--- src/pkg/lsib_pkg.sv ---
// Shared constants of the line status interrupt bank.
// Assumes an 8-bit register address: channel in bits 7:6, offset below.
package lsib_pkg;

   // ------------------------------------------------------------
   // Sizes
   // ------------------------------------------------------------
   localparam int NCH = 4;
   localparam int ADDR_W = 8;
   localparam int CH_LSB = 6;

   // ------------------------------------------------------------
   // Register offsets within one channel
   // ------------------------------------------------------------
   localparam logic [5:0] OFF_LIVE_A = 6'h14;
   localparam logic [5:0] OFF_LIVE_B = 6'h15;
   localparam logic [5:0] OFF_LATCH_A = 6'h16;
   localparam logic [5:0] OFF_LATCH_B = 6'h17;
   localparam logic [5:0] OFF_CNT_LO = 6'h18;
   localparam logic [5:0] OFF_CNT_HI = 6'h19;
   localparam logic [5:0] OFF_MASK_A = 6'h20;
   localparam logic [5:0] OFF_MASK_B = 6'h21;
   localparam logic [5:0] OFF_EDGE_A = 6'h22;

   // ------------------------------------------------------------
   // Field positions
   // ------------------------------------------------------------
   localparam int BIT_LOS = 0;
   localparam int BIT_AIS = 1;
   localparam int BIT_DF = 2;
   localparam int BIT_TCLK = 3;
   localparam int BIT_SYNC = 4;
   localparam int BIT_LDN = 5;
   localparam int BIT_LUP = 6;
   localparam int BIT_FAR_LOOP = 5;
   localparam int BIT_WRAP = 0;
   localparam logic [7:0] LATCH_A_USED = 8'h7F;

   // ------------------------------------------------------------
   // Reset values
   // ------------------------------------------------------------
   localparam logic [7:0] LATCH_RST = 8'h00;
   localparam logic [7:0] MASK_RST = 8'hFF;
   localparam logic [7:0] EDGE_RST = 8'h00;
   localparam logic [15:0] CNT_RST = 16'h0000;

   // ------------------------------------------------------------
   // Timing: idle master clock cycles before transmit clock loss
   // ------------------------------------------------------------
   localparam int TCLK_LOSS_CYC = 70;

endpackage

--- src/core/lsib_tclk_watch.sv ---
// Transmit clock loss watchdog for one channel.
// Assumes tx_clock_input is asynchronous to clk, the master clock.
module lsib_tclk_watch #(
   parameter int LIMIT = lsib_pkg::TCLK_LOSS_CYC
) (
   input wire logic clk,
   input wire logic resetn,
   input wire logic tx_clock_input,
   output logic loss_q
);

   logic [2:0] sync_q;
   logic [7:0] idle_q;
   logic [7:0] idle_d;
   logic loss_d;
   logic toggle;

   // ------------------------------------------------------------
   // Idle counter
   // ------------------------------------------------------------
   always_comb
   begin
      toggle = sync_q[1] ^ sync_q[2];
      if (toggle)
      begin
         idle_d = 8'h00;
      end
      else if (idle_q > LIMIT[7:0])
      begin
         idle_d = idle_q;
      end
      else
      begin
         idle_d = idle_q + 8'h01;
      end
      loss_d = idle_d > LIMIT[7:0];
   end

   always_ff @(posedge clk or negedge resetn)
   begin
      if (!resetn)
      begin
         sync_q <= 3'h0;
         idle_q <= 8'h00;
         loss_q <= 1'b0;
      end
      else
      begin
         sync_q <= {sync_q[1:0], tx_clock_input};
         idle_q <= idle_d;
         loss_q <= loss_d;
      end
   end
endmodule

--- src/core/lsib_top.sv ---
// Per-channel line status, latched event and error counter registers.
// Assumes detectors on clk drive the live inputs and one-cycle event pulses.
// Notes on behaviour
// - Alarm indication live bit 1 follows the received all-ones alarm.
// - Unmasked alarm bit interrupts on rise, or any change when edge-select is one.
// - Loss-of-signal live bit 0 follows line pair signal loss; resets to zero.
// - Unmasked loss bit interrupts on rise, or either change with edge-select one.
// - Second live register bit 5 shows far-end loopback closed; other bits zero.
// - Reading the first event latch register clears it to zero.
// - First latch: loop-up code events bit 6, loop-down code events bit 5.
// - First latch: pattern sync events bit 4, transmit clock loss events bit 3.
// - First latch: driver fault bit 2, alarm bit 1, signal loss bit 0; bit 7 zero.
// - Reading the second latch register clears it and withdraws its interrupt.
// - Second latch: pulse amplitude overflow 7, jitter over 6, jitter under 5.
// - Second latch: pattern bit errors bit 4, excess zeros bit 3.
// - Second latch: code violation 2, one-second tick 1, counter wrap 0.
// - Counter low byte register shows error counter bits 7 to 0; resets zero.
// - Transmit clock loss set after more than 70 master cycles without toggling.
// - Counter high byte register shows error counter bits 15 to 8.
module lsib_top #(
   parameter int NCH = lsib_pkg::NCH
) (
   input wire logic clk,
   input wire logic resetn,
   input wire logic [7:0] reg_addr,
   input wire logic [7:0] reg_wdata,
   input wire logic reg_wr,
   input wire logic reg_rd,
   output logic [7:0] reg_rdata_q,
   output logic irq_q,
   input wire logic [NCH-1:0] signal_loss_live,
   input wire logic [NCH-1:0] alarm_ind_live,
   input wire logic [NCH-1:0] driver_fault_live,
   input wire logic [NCH-1:0] pattern_sync_live,
   input wire logic [NCH-1:0] loop_down_live,
   input wire logic [NCH-1:0] loop_up_live,
   input wire logic [NCH-1:0] far_loop_live,
   input wire logic [NCH-1:0] tx_clock_input,
   input wire logic [8*NCH-1:0] event_b_in,
   input wire logic [NCH-1:0] error_count_inc
);

   // ------------------------------------------------------------
   // Decoding helpers
   // ------------------------------------------------------------
   function automatic logic [7:0] edge_events(input logic [7:0] cur,
                                              input logic [7:0] prev,
                                              input logic [7:0] sel);
      edge_events = (cur & ~prev) | (sel & ~cur & prev);
   endfunction

   function automatic logic hit(input logic [7:0] addr,
                                input int ch,
                                input logic [5:0] off);
      hit = addr[7:lsib_pkg::CH_LSB] == ch[1:0] && addr[5:0] == off;
   endfunction

   // ------------------------------------------------------------
   // State
   // ------------------------------------------------------------
   logic [NCH-1:0] tclk_loss;
   logic [7:0] live_a [NCH];
   logic [7:0] ev_a [NCH];
   logic [7:0] ev_b [NCH];
   logic [7:0] prev_q [NCH];
   logic [7:0] latch_a_q [NCH];
   logic [7:0] latch_a_d [NCH];
   logic [7:0] latch_b_q [NCH];
   logic [7:0] latch_b_d [NCH];
   logic [7:0] mask_a_q [NCH];
   logic [7:0] mask_a_d [NCH];
   logic [7:0] mask_b_q [NCH];
   logic [7:0] mask_b_d [NCH];
   logic [7:0] edge_q [NCH];
   logic [7:0] edge_d [NCH];
   logic [15:0] cnt_q [NCH];
   logic [15:0] cnt_d [NCH];
   logic [7:0] rdata_d;
   logic irq_d;

   // ------------------------------------------------------------
   // Transmit clock watchdogs
   // ------------------------------------------------------------
   for (genvar g = 0; g < NCH; g++)
   begin : g_watch
      lsib_tclk_watch #(
         .LIMIT(lsib_pkg::TCLK_LOSS_CYC)
      ) u_watch (
         .clk(clk),
         .resetn(resetn),
         .tx_clock_input(tx_clock_input[g]),
         .loss_q(tclk_loss[g])
      );
   end

   // ------------------------------------------------------------
   // Live status and event detection
   // ------------------------------------------------------------
   always_comb
   begin
      for (int c = 0; c < NCH; c++)
      begin
         live_a[c] = 8'h00;
         live_a[c][lsib_pkg::BIT_LOS] = signal_loss_live[c];
         live_a[c][lsib_pkg::BIT_AIS] = alarm_ind_live[c];
         live_a[c][lsib_pkg::BIT_DF] = driver_fault_live[c];
         live_a[c][lsib_pkg::BIT_TCLK] = tclk_loss[c];
         live_a[c][lsib_pkg::BIT_SYNC] = pattern_sync_live[c];
         live_a[c][lsib_pkg::BIT_LDN] = loop_down_live[c];
         live_a[c][lsib_pkg::BIT_LUP] = loop_up_live[c];
         // Bit 7 has no source and stays zero
         ev_a[c] = edge_events(live_a[c], prev_q[c], edge_q[c])
                   & lsib_pkg::LATCH_A_USED;
      end
   end

   // ------------------------------------------------------------
   // Latches, masks, edge selects and counters
   // ------------------------------------------------------------
   always_comb
   begin
      logic [16:0] sum;
      logic [7:0] clr_a;
      logic [7:0] clr_b;
      sum = 17'h00000;
      clr_a = 8'h00;
      clr_b = 8'h00;
      irq_d = 1'b0;
      for (int c = 0; c < NCH; c++)
      begin
         sum = {1'b0, cnt_q[c]} + {16'h0000, error_count_inc[c]};
         cnt_d[c] = sum[15:0];
         ev_b[c] = event_b_in[8*c +: 8];
         ev_b[c][lsib_pkg::BIT_WRAP] = ev_b[c][lsib_pkg::BIT_WRAP] | sum[16];
         clr_a = 8'h00;
         clr_b = 8'h00;
         if (reg_rd && hit(reg_addr, c, lsib_pkg::OFF_LATCH_A))
         begin
            clr_a = 8'hFF;
         end
         if (reg_rd && hit(reg_addr, c, lsib_pkg::OFF_LATCH_B))
         begin
            clr_b = 8'hFF;
         end
         if (reg_wr && hit(reg_addr, c, lsib_pkg::OFF_LATCH_A))
         begin
            clr_a = reg_wdata;
         end
         if (reg_wr && hit(reg_addr, c, lsib_pkg::OFF_LATCH_B))
         begin
            clr_b = reg_wdata;
         end
         // A new event in the clearing cycle survives
         latch_a_d[c] = (latch_a_q[c] & ~clr_a) | ev_a[c];
         latch_b_d[c] = (latch_b_q[c] & ~clr_b) | ev_b[c];
         mask_a_d[c] = mask_a_q[c];
         mask_b_d[c] = mask_b_q[c];
         edge_d[c] = edge_q[c];
         if (reg_wr && hit(reg_addr, c, lsib_pkg::OFF_MASK_A))
         begin
            mask_a_d[c] = reg_wdata;
         end
         if (reg_wr && hit(reg_addr, c, lsib_pkg::OFF_MASK_B))
         begin
            mask_b_d[c] = reg_wdata;
         end
         if (reg_wr && hit(reg_addr, c, lsib_pkg::OFF_EDGE_A))
         begin
            edge_d[c] = reg_wdata;
         end
         irq_d = irq_d | (|(latch_a_d[c] & ~mask_a_d[c]))
                       | (|(latch_b_d[c] & ~mask_b_d[c]));
      end
   end

   // ------------------------------------------------------------
   // Read data
   // ------------------------------------------------------------
   always_comb
   begin
      logic [1:0] ch;
      ch = reg_addr[7:lsib_pkg::CH_LSB];
      rdata_d = 8'h00;
      if (reg_rd)
      begin
         case (reg_addr[5:0])
            lsib_pkg::OFF_LIVE_A: rdata_d = live_a[ch];
            lsib_pkg::OFF_LIVE_B:
            begin
               rdata_d[lsib_pkg::BIT_FAR_LOOP] = far_loop_live[ch];
            end
            lsib_pkg::OFF_LATCH_A: rdata_d = latch_a_q[ch];
            lsib_pkg::OFF_LATCH_B: rdata_d = latch_b_q[ch];
            lsib_pkg::OFF_CNT_LO: rdata_d = cnt_q[ch][7:0];
            lsib_pkg::OFF_CNT_HI: rdata_d = cnt_q[ch][15:8];
            lsib_pkg::OFF_MASK_A: rdata_d = mask_a_q[ch];
            lsib_pkg::OFF_MASK_B: rdata_d = mask_b_q[ch];
            lsib_pkg::OFF_EDGE_A: rdata_d = edge_q[ch];
            default: rdata_d = 8'h00;
         endcase
      end
   end

   // ------------------------------------------------------------
   // Registers
   // ------------------------------------------------------------
   always_ff @(posedge clk or negedge resetn)
   begin
      if (!resetn)
      begin
         for (int c = 0; c < NCH; c++)
         begin
            prev_q[c] <= 8'h00;
            latch_a_q[c] <= lsib_pkg::LATCH_RST;
            latch_b_q[c] <= lsib_pkg::LATCH_RST;
            mask_a_q[c] <= lsib_pkg::MASK_RST;
            mask_b_q[c] <= lsib_pkg::MASK_RST;
            edge_q[c] <= lsib_pkg::EDGE_RST;
            cnt_q[c] <= lsib_pkg::CNT_RST;
         end
         reg_rdata_q <= 8'h00;
         irq_q <= 1'b0;
      end
      else
      begin
         for (int c = 0; c < NCH; c++)
         begin
            prev_q[c] <= live_a[c];
            latch_a_q[c] <= latch_a_d[c];
            latch_b_q[c] <= latch_b_d[c];
            mask_a_q[c] <= mask_a_d[c];
            mask_b_q[c] <= mask_b_d[c];
            edge_q[c] <= edge_d[c];
            cnt_q[c] <= cnt_d[c];
         end
         reg_rdata_q <= rdata_d;
         irq_q <= irq_d;
      end
   end
endmodule

--- config.mk ---
export PLATFORM = sky130hd
export DESIGN_NAME = lsib_top
export DESIGN_NICKNAME = d
export VERILOG_FILES = /design/src/pkg/lsib_pkg.sv /design/src/core/lsib_tclk_watch.sv /design/src/core/lsib_top.sv
export SDC_FILE = /design/constraint.sdc
export NUM_CORES = 1
export LEC_CHECK = 0
export BUFFER_PORTS_ARGS = -buffer_cell sky130_fd_sc_hd__buf_4
export CELL_PAD_IN_SITES_DETAIL_PLACEMENT = 1
export CELL_PAD_IN_SITES_GLOBAL_PLACEMENT = 1
export CORE_MARGIN = 3
export CORE_UTILIZATION = 26
export DETAILED_ROUTE_END_ITERATION = 7
export PLACE_DENSITY_LB_ADDON = 0.25
export SYNTH_ARGS = -nofsm -noshare
export SYNTH_HDL_FRONTEND = slang
export SYNTH_HIERARCHICAL = 1
export SYNTH_SLANG_ARGS = --single-unit
--- constraint.sdc ---
create_clock -name clk -period 2.6 [get_ports clk]
set_input_delay 0.52 -clock clk [delete_from_list [all_inputs] [get_ports clk]]
set_output_delay 0.52 -clock clk [all_outputs]
set_load 0.02 [all_outputs]
# Word-level counts from Yosys, hierarchy flattened
# Cells that the tools add are included.
[totals]
regBits = 309
input_bits = 88
out_inout_bits = 9
word_cells = 268
[op_classes]
n_addsub = 8
n_lt_le_gt_ge = 10
eq_ne = 12
muxes = 59
bitwise = 80
reduce_logical = 57
[ops]
columns = ["op", "n"]
rows = [
  ["$mux 8", 45],
  ["$and 8x8->8", 16],
  ["$not 8->8", 16],
  ["$bmux 8 s2", 6],
  ["$and 7x7->7", 12],
  ["$add 16x1->17", 4],
  ["$gt 8x7->1 const B", 8],
  ["$reduce_or 8->1", 8],
  ["$not 7->7", 8],
  ["$logic_and 1x1->1", 48],
  ["$pmux 5 s8", 1],
  ["$eq 6x5->1 const B", 6],
  ["$add 8x1->8 const B", 4],
  ["$bmux 16 s2", 1],
  ["$mux 16", 2],
  ["$or 8x7->8", 4],
  ["$or 8x8->8", 4],
  ["$or 7x7->7", 4],
  ["$eq 6x6->1 const B", 3],
  ["$pmux 2 s8", 1],
  ["$or 1x1->1", 11],
  ["$pmux 1 s9", 1],
  ["$eq 2x2->1 const B", 2],
  ["$xor 1x1->1", 4],
  ["7 further kinds", 7],
]

# Depth between registers and ports, before layout
# Gate-level depths: netlist (run 1).
[logic_depth]
ltp_word = 17
depth_mapped = 10

# By module
# The synthesis (run 1) kept the hierarchy.
[modules_own_cells]
columns = ["mod", "n_inst", "cells_per_inst", "area_each_um2", "seq_area_each_um2"]
rows = [
  ["lsib_top", 1, 1048, 12948.7, 6611.3],
  ["lsib_tclk_watch", 4, 63, 703.2, 300.3],
]

# Worst setup path before layout (run 1)
# OpenSTA, ideal clock, no wires.
[synth_timing]
path_type = "input to register"
startpoint = "input reg_wr"
endpoint = "register irq_q"
arrival_time_ns = 2.634
required_time_ns = 2.461
slack_ns = -0.173
path_stages = 8
n_path_buf = 1
path_cell_list = "buf_6 nor3b_1 nand3_2 mux2_2 o22a_1 o221ai_1 or4_1 or4_1"
[synth_lines]
columns = ["element", "line_no", "source"]
rows = [
  ["start, declared", "lsib_top.sv:27", "input wire logic reg_wr,"],
  ["end signal, assigned", "lsib_top.sv:237", "irq_q <= irq_d;"],
  ["end, declared", "lsib_top.sv:30", "output logic irq_q,"],
]

# Worst setup path in the final report (run 1)
[layout_timing]
startpoint = "input reg_addr[6]"
endpoint = "register irq_q"
[layout_via]
elab_chain_cells = 17
word_cells_on_any_way = 123
classes_between = "eq/ne: 3; mux: 24; bitwise: 47; reduce/logical: 49"
[layout_rtl]
columns = ["element", "line_no", "source"]
rows = [
  ["start, declared", "lsib_top.sv:25", "input wire logic [7:0] reg_addr,"],
  ["$logic_not 2->1", "lsib_top.sv:55", "hit = addr[7:lsib_pkg::CH_LSB] == ch[1:0] && addr[5:0] == off;"],
  ["$logic_and 1x1->1", "lsib_top.sv:55", ""],
  ["$logic_and 1x1->1 (on tied branches)", "lsib_top.sv:137, lsib_top.sv:141", ""],
  ["$mux 8 (on tied branches)", "lsib_top.sv:137, lsib_top.sv:141", ""],
  ["$mux 8 (on tied branches)", "lsib_top.sv:145, lsib_top.sv:149", ""],
  ["$not 8->8 (on tied branches)", "lsib_top.sv:154, lsib_top.sv:155", ""],
  ["$and 8x8->8 (on tied branches)", "lsib_top.sv:154, lsib_top.sv:155", ""],
  ["$or 8x7->8 / $or 8x8->8 (equally long branches)", "lsib_top.sv:154, lsib_top.sv:155", ""],
  ["(+2 left out)", "n/a", ""],
  ["$or 1x1->1", "lsib_top.sv:172", "| (|(latch_b_d[c] & ~mask_b_d[c]));"],
  ["$or 1x1->1", "lsib_top.sv:171", "irq_d = irq_d | (|(latch_a_d[c] & ~mask_a_d[c]))"],
  ["$or 1x1->1", "lsib_top.sv:172", ""],
  ["$or 1x1->1", "lsib_top.sv:171", ""],
  ["$or 1x1->1", "lsib_top.sv:172", ""],
  ["$or 1x1->1", "lsib_top.sv:171", ""],
  ["$or 1x1->1 *", "lsib_top.sv:172", ""],
  ["via irq_d", "lsib_top.sv:79", "logic irq_d;"],
]
# The timed path passes the listed nets; every way through them passes the cells marked *.
# A chain may end at the register's enable or synchronous reset.

==> results.md, run 1 <==
* Status: finished clean
* Slowest-stage cell, CP: or4_4
* Starting Density at 26.51%
* Antenna violations before repair at 3
* Tot Pwr at 12.84 mW
* H-tree lvl count at 2
* Top cells by count, synth: dfrtp_1 (245), inv_1 (104), mux2_2 (88)
* Place WS at -0.6935 ns
* FP Rows at 89
* Fillcell total at 6500
* Synth Cell Area at 0.01576 mm2
* Hold Violations, Final at 0
* Clock sink count at 309
* Post-synth ARST share at 100.0%
* Post-CTS setup buffers at 0
* Slowest stage delay, CP at 0.55 ns
* Seq cells post-synth at 309
* Clk slew on worst S/H paths at 0.06 ns
* Min-delay src: loop_up_live[1]
* Critical Path Source Type: input port
* R2r setup slk at 0.13 ns
* Via density at 5.031
* CP Launch Point: reg_addr[6]
* Final wirelength at 57.62 mm
* Slew Limit Fails at 0
* Fin nets at 1680
* Port Buffers at 96
* Power per cell area at 631.5 mW/mm2
* Iter 0 DRT Violations at 770
* Max_cap viols at 0
* Chip Height at 252.2 um
* YS warnings at 6
* GP Congestion at 0.8502
* Antenna viol nets, final at 0
* Area growth, synth to finish at 29.02%
* Cells after Synth at 1300
* Syn avg cell area at 12.12 um2
* Largest net degree at the start of global routing at 63
* Crit path max-delay family: simple AND/OR/NAND/NOR gates
* Part of the Yosys area used for sequential elements at 49.57%
* Post-synth EDFFs at 0
* Max Freq at 388.4 MHz
* Core box area at 0.05946 mm2
* Most numerous cell in the Yosys netlist: dfrtp_1
* WL per Instance at 24.21 um
* Die X-Extent at 252.2 um
* Hold WS at 0.04980 ns
* Area of the multi-input gates at 0.007321 mm2
* Clock Tree Buf Depth at 3
* CP Class: input port to flip-flop
* Crit path time final at 2.574 ns
* Max_slew headroom at 49.27%
* Ys flop type: dfrtp_1
* Period utilisation layout at 99.02%
* Reg-to-reg startpoint: cnt_q[32]
* Clock Tree Root: clkbuf_16
* Crit path cell chain: buf_4 -> buf_12 -> buf_4 -> and4b_1 -> buf_12 -> nand3_1 -> a21oi_1 -> o22ai_1 -> nor4_1 -> nand4_1 -> or4_4
* Setup WS post-layout at 0.02554 ns
* Clock skew at 0.04279 ns
* Cell variety after synth at 75
* Peak VDD IR at 440.7 uV
* Final HPWL DP at 43.19 mm
* Overflow after GRT at 0
* Top post-synthesis cells by area: dfrtp_1 (39%), dfstp_2 (11%), mux4_2 (9.1%), mux2_2 (6.3%), xnor2_1 (2.9%)
* Area share of the largest cell type after synthesis at 38.90%
* HP Class: input port to flip-flop
* Clk Latency, worst-skew pair at 0.59 ns
* RSZ-0062 raised after global routing: true
* Syn Nets at 1404
* IO Count at 97
* Slew @ Worst Pin at 0.7559 ns
* Placed cells at 2307
* Arrival @ worst endpoint at 3.03 ns
* Total number of vias at 11970
* Final antenna diode count at 0
* DRC Markers at 0
* Initial DRT Pass Iterations at 5
* Post-route insts no fill at 2380
* Worst Setup End Kind: flip-flop
* Placed cell area at 0.01895 mm2
* First-pass GRT wire length at 85.92 mm
* CP Max Fanout at 10
* Setup TNS at 0 ns
* Layout cells sized above 1 at 39.83%
* Leading area contributor after synthesis: dfrtp_1
* Final setup fails at 0
* Bufs and invs on worst path at 4
* Post-Layout Inst Area at 0.02034 mm2
* TritonCTS clock tree: done
* Leakage power at 8.707 nW
* WP data required at 3.06 ns
* Final core utilization at 34.20%
* FF+latch area at 0.007812 mm2
* CTS buffer count at 39
* Total die area at 0.06361 mm2
* Tot GR Track Use at 18.19%
* Vias in the first global route at 13050
==> power by group <==
group | internal [mW] | total (mW) | switching (mW)
combinational | 0.834 | 1.70 | 0.870
clock | 3.27 | 5.60 | 2.33
sequential | 5.19 | 5.54 | 0.342
total | 9.30 | 12.8 | 3.54
==> state kept, by name, summed over array words and instances, names as in the netlist <==
signal and flops:
cnt_q 64, edge_q 32, g_watch.u_watch/idle_q 32, g_watch.u_watch/loss_q 4, g_watch.u_watch/sync_q 12, irq_q 1, latch_a_q 32, latch_b_q 32
mask_a_q 32, mask_b_q 32, prev_q 28, reg_rdata_q 8
==> cell families (layout without fill, tap and decap cells) <==
group | count (synthesis) | in the layout | synth area share [%]
AO/OA/AOI/OAI | 201 | 201 | 9.518
AND/OR/NAND/NOR | 352 | 352 | 13.77
multiplexers | 169 | 169 | 16.52
flip-flops | 309 | 309 | 49.57
buffers and inverters | 173 | 480 | 4.906
adder cells (fa/ha/maj) | 16 | 16 | 1.270
XOR/XNOR | 80 | 80 | 4.446
==> routing by layer <==
metal / GRT usage, % / up-vias / wire length, um
met5: 0 / - / 33
met4: 6.608 / 6 / 2136
met3: 4.538 / 104 / 3606
met2: 28.75 / 314 / 26250
met1: 24.25 / 6226 / 25590
li1: - / 5324 / -
==> cell type report <==
| cell class | count | area share, % |
|---|---|---|
| Clock buffer | 53 | 5.156 |
| Sequential cell | 309 | 38.42 |
| Tap cell | 773 | 4.756 |
| Timing Repair Buffer | 304 | 12.52 |
| Clock inverter | 19 | 1.231 |
| Inverter | 104 | 1.920 |
| Multi-Input combinational cell | 818 | 36.00 |
==> placed cells by master, fill, tap and decap left out, drive strengths merged, types with 8 or more instances in the layout <==
| cell | n |
|---|---|
| nor4b | 10 |
| mux2i | 16 |
| buf | 303 |
| and3 | 11 |
| nor3b | 12 |
| nand4 | 20 |
| a22oi | 14 |
| o21ai | 28 |
| nand2 | 47 |
| inv | 106 |
| nand3b | 17 |
| dfrtp | 245 |
| nor2 | 68 |
| nor4 | 9 |
| mux2 | 89 |
| clkbuf | 53 |
| a21oi | 44 |
| a221o | 10 |
| nand3 | 81 |
| nor2b | 8 |
| xor2 | 28 |
| o22ai | 17 |
| a221oi | 8 |
| clkinv | 9 |
| mux4 | 64 |
| xnor2 | 52 |
| o31ai | 10 |
| dfstp | 64 |
| a31oi | 10 |
| ha | 16 |
| nand2b | 15 |
| nor3 | 18 |
==> timing repair <==
item	4_1_cts	5_1_grt
resized for setup	1	13
cloned	0	0
hold buffers	1	0
setup endpoints to repair	1	2
hold endpoints to repair	48	0
pin swaps	0	3
==> final timing paths <==
path,endpoint,cells after the start
worst max-delay path,irq_q,11
worst min-delay path,prev_q[22],1
worst max register to register,irq_q,9
worst min register to register,g_watch[1].u_watch/sync_q[1],0
max in group asynchronous,mask_a_q[25],3
min in group asynchronous,cnt_q[45],2
Note: power is estimated with default switching activity, not from simulation.
==> run 2: changes to the inputs <==
--- a/config.mk
+++ b/config.mk
@@ -5,6 +5,7 @@
 export SDC_FILE = /design/constraint.sdc
 export NUM_CORES = 1
 export LEC_CHECK = 0
+export ABC_AREA = 1
 export BUFFER_PORTS_ARGS = -buffer_cell sky130_fd_sc_hd__buf_4
 export CELL_PAD_IN_SITES_DETAIL_PLACEMENT = 1
 export CELL_PAD_IN_SITES_GLOBAL_PLACEMENT = 1
==> results.md, run 2 <==
* Clock sink count at 309 (unchanged)
* Fin nets at 2321 (was 1680)
* Crit path time final at 2.317 ns (was 2.574 ns)
* Most numerous cell in the Yosys netlist: nand2_1 (was dfrtp_1)
* Critical Path Source Type: input port (unchanged)
* R2r setup slk at 0.32 ns (was 0.13 ns)
* Hold Crit Endpoint: g_watch[0].u_watch/sync_q[0] (was prev_q[22])
* Largest net degree at the start of global routing at 67 (was 63)
* Post-synthesis xor/xnor area fraction at 4.161% (was 4.446%)
* DRC Markers at 0 (unchanged)
* Synth Area in Compound Gates at 12.99% (was 9.518%)
* Slew Limit Fails at 0 (unchanged)
* Post-route insts no fill at 3031 (was 2380)
* Chip Height at 253.4 um (was 252.2 um)
* Slowest stage delay, CP at 0.27 ns (was 0.55 ns)
* Area growth, synth to finish at 27.18% (was 29.02%)
* Final wirelength at 63.92 mm (was 57.62 mm)
* Top post-synthesis cells by area: dfrtp_1 (39%), nand2_1 (12%), dfstp_2 (11%), inv_1 (7.1%), nor2_1 (3.8%) (was dfrtp_1 (39%), dfstp_2 (11%), mux4_2 (9.1%), mux2_2 (6.3%), xnor2_1 (2.9%))
* Leakage power at 10.26 nW (was 8.707 nW)
* Clock Tree Root: clkbuf_16 (unchanged)
* Post-CTS setup buffers at 0 (unchanged)
* Antenna violations before repair at 2 (was 3)
* Cells after Synth at 1965 (was 1300)
* FP Rows at 90 (was 89)
* Port Buffers at 96 (unchanged)
* Die X-Extent at 253.4 um (was 252.2 um)
* Power per cell area at 639.6 mW/mm2 (was 631.5 mW/mm2)
* Max Freq at 431.5 MHz (was 388.4 MHz)
* Place WS at -0.2379 ns (was -0.6935 ns)
* HP Class: input port to flip-flop (unchanged)
* TritonCTS clock tree: done (unchanged)
* Crit path top cell by count: nand2_1
* Period utilisation layout at 89.13% (was 99.02%)
* Post-Layout Inst Area at 0.02023 mm2 (was 0.02034 mm2)
* Most frequent cells in the layout: nand2_1 (515), inv_1 (299), dfrtp_1 (245) (was buf_4 (281), dfrtp_1 (245), inv_1 (104))
* Final core utilization at 33.46% (was 34.20%)
* Main combinational cell family by area after synthesis: simple AND/OR/NAND/NOR gates (was multiplexers)
* Crit path max-delay family: simple AND/OR/NAND/NOR gates (unchanged)
* Part of the Yosys area used for sequential elements at 49.11% (was 49.57%)
* Post-synth ARST share at 100.0% (unchanged)
* Clk Latency, worst-skew pair at 0.56 ns (was 0.59 ns)
* Layout cells sized above 1 at 21.25% (was 39.83%)
* Worst Setup End Kind: flip-flop (unchanged)
* Area share of the largest cell type after synthesis at 38.54% (was 38.90%)
* Placed cells at 2956 (was 2307)
* Tot Pwr at 12.94 mW (was 12.84 mW)
* Total die area at 0.06419 mm2 (was 0.06361 mm2)
* First-pass GRT wire length at 96.55 mm (was 85.92 mm)
* Leading area contributor after synthesis: dfrtp_1 (unchanged)
* Starting Density at 26.31% (was 26.51%)
* Final HPWL DP at 48.81 mm (was 43.19 mm)
* Final antenna diode count at 0 (unchanged)
* Overflow after GRT at 0 (unchanged)
* FF-to-FF path depth at 14 (was 9)
* Top cells by count, synth: nand2_1 (515), inv_1 (300), dfrtp_1 (245) (was dfrtp_1 (245), inv_1 (104), mux2_2 (88))
* Commonest non-fill, non-tap cell in the layout: nand2_1 (was buf_4)
* CP Class: input port to flip-flop (unchanged)
* CTS buffer count at 40 (was 39)
* Bufs and invs on worst path at 3 (was 4)
* Peak VDD IR at 362.4 uV (was 440.7 uV)
* Initial DRT Pass Iterations at 5 (unchanged)
* Max_slew headroom at 52.25% (was 49.27%)
* Hold Violations, Final at 0 (unchanged)
* Final setup fails at 0 (unchanged)
* Ys flop type: dfrtp_1 (unchanged)
* Slew @ Worst Pin at 0.7162 ns (was 0.7559 ns)
* Syn Nets at 2069 (was 1404)
* WL per Instance at 21.09 um (was 24.21 um)
* Seq cells post-synth at 309 (unchanged)
* Core box area at 0.06047 mm2 (was 0.05946 mm2)
* Placed cell area at 0.01891 mm2 (was 0.01895 mm2)
* Multiplexer share of the synthesized area at 0% (was 16.52%)
* Vias in the first global route at 15360 (was 13050)
* Status: finished clean (unchanged)
* Cell variety after synth at 46 (was 75)
* Slowest-stage cell, CP: nor2_2 (was or4_4)
* IO Count at 97 (unchanged)
* Setup WS post-layout at 0.2825 ns (was 0.02554 ns)
* Largest register FFs at 64 (unchanged)
* Synth Area in Adders at 1.258% (was 1.270%)
* Clock Tree Buf Depth at 3 (unchanged)
* Crit path cell chain: buf_4 -> nor2_2 -> nand3_2 -> nor2_2 -> buf_12 -> inv_2 -> nand3_1 -> nand2_1 -> nand2_1 -> nand2_1 -> nor2_1 -> nand2_1 -> nor2_1 -> nand2_1 -> nor2_1 -> nand2_1 (was buf_4 -> buf_12 -> buf_4 -> and4b_1 -> buf_12 -> nand3_1 -> a21oi_1 -> o22ai_1 -> nor4_1 -> nand4_1 -> or4_4)
* Largest Register: cnt_q (unchanged)
* Arrival @ worst endpoint at 2.76 ns (was 3.03 ns)
* Post-Synth Simple-Gate Area at 23.56% (was 13.77%)
* Antenna viol nets, final at 0 (unchanged)
* Reg-to-Reg End: irq_q (unchanged)
* Hold WS at 0.05865 ns (was 0.04980 ns)
* H-tree lvl count at 2 (unchanged)
* Tot GR Track Use at 20.18% (was 18.19%)
* GP Congestion at 0.8959 (was 0.8502)
* Total number of vias at 14520 (was 11970)
* Clk slew on worst S/H paths at 0.06 ns (about the same)
* Setup TNS at 0 ns (unchanged)
* WP data required at 3.04 ns (was 3.06 ns)
* CP Max Fanout at 7 (was 10)
* Clock skew at 0.01532 ns (was 0.04279 ns)
* Reg-to-reg startpoint: cnt_q[16] (was cnt_q[32])
* Hold Path Depth at 1 (unchanged)
* Max_cap viols at 0 (unchanged)
* Post-synth EDFFs at 0 (unchanged)
* Iter 0 DRT Violations at 1001 (was 770)
* YS warnings at 6 (unchanged)
* RSZ-0062 raised after global routing: false (was true)
* Synth Cell Area at 0.01591 mm2 (was 0.01576 mm2)
* Min-delay src: tx_clock_input[0] (was loop_up_live[1])
* Via density at 4.790 (was 5.031)
* Syn avg cell area at 8.096 um2 (was 12.12 um2)
==> run 2: cell types whose count changed in the layout (fill, tap and decap cells not counted), moves of 18 or more <==
cell and delta:
nand2_1 +468, mux4_2 -64, inv_1 +195, o21ai_1 +19
xnor2_1 -43, nor2_2 +18, nor2_1 +93, xor2_1 +26
a22oi_1 +41, mux2_2 -85, buf_4 -47, o21ai_0 +78
==> run 2: worst max-delay path by stage <==
stage,from,to,depth (start not counted),slack [ns]
global placement,reg_addr[6],irq_q,17,-0.27
detailed placement,reg_addr[6],irq_q,17,-0.24
floorplan,error_count_inc[2],irq_q,14,0.49
global route,cnt_q[32],irq_q,12,0.06
CTS,cnt_q[16],irq_q,14,0.23
finish,reg_addr[3],irq_q,16,0.28
==> run 2: what timing repair did <==
item | CTS | global route
setup endpoints to repair | 0 | 1
hold endpoints to repair | 28 | 0
resized for setup | 0 | 1
hold buffers | 1 | 0
==> run 2: cell families after synthesis <==
kind of cell	count (synthesis)
buf+inv	371
compound gates	331
fa+ha+maj	16
xor+xnor	67
simple gates	871
flops	309
==> run 2: power breakdown <==
part,internal (mW),switching [mW],total (mW)
Clock,3.29,2.26,5.54
Sequential,5.26,0.367,5.63
Combinational,0.675,1.09,1.77
Total,9.22,3.72,12.9
==> run 2: layout make-up <==
| cell class | instances | area, um2 |
|---|---|---|
| timing repair buffer | 259 | 2242 |
| multi-input combinational | 1285 | 6683 |
| fill | 7179 | 40240 |
| inverter | 322 | 1214 |
| clock buffer | 60 | 1197 |
| sequential | 309 | 7812 |
| clock inverter | 14 | 105.1 |
| tap | 782 | 978.4 |
==> run 2: layer usage <==
layer,GRT usage (%),vias up,share of wire [%]
met2,33.22,323,47
met5,0,-,0.038
met3,3.461,132,4.6
li1,-,6807,-
met1,26.30,7252,44
met4,8.206,4,4.3
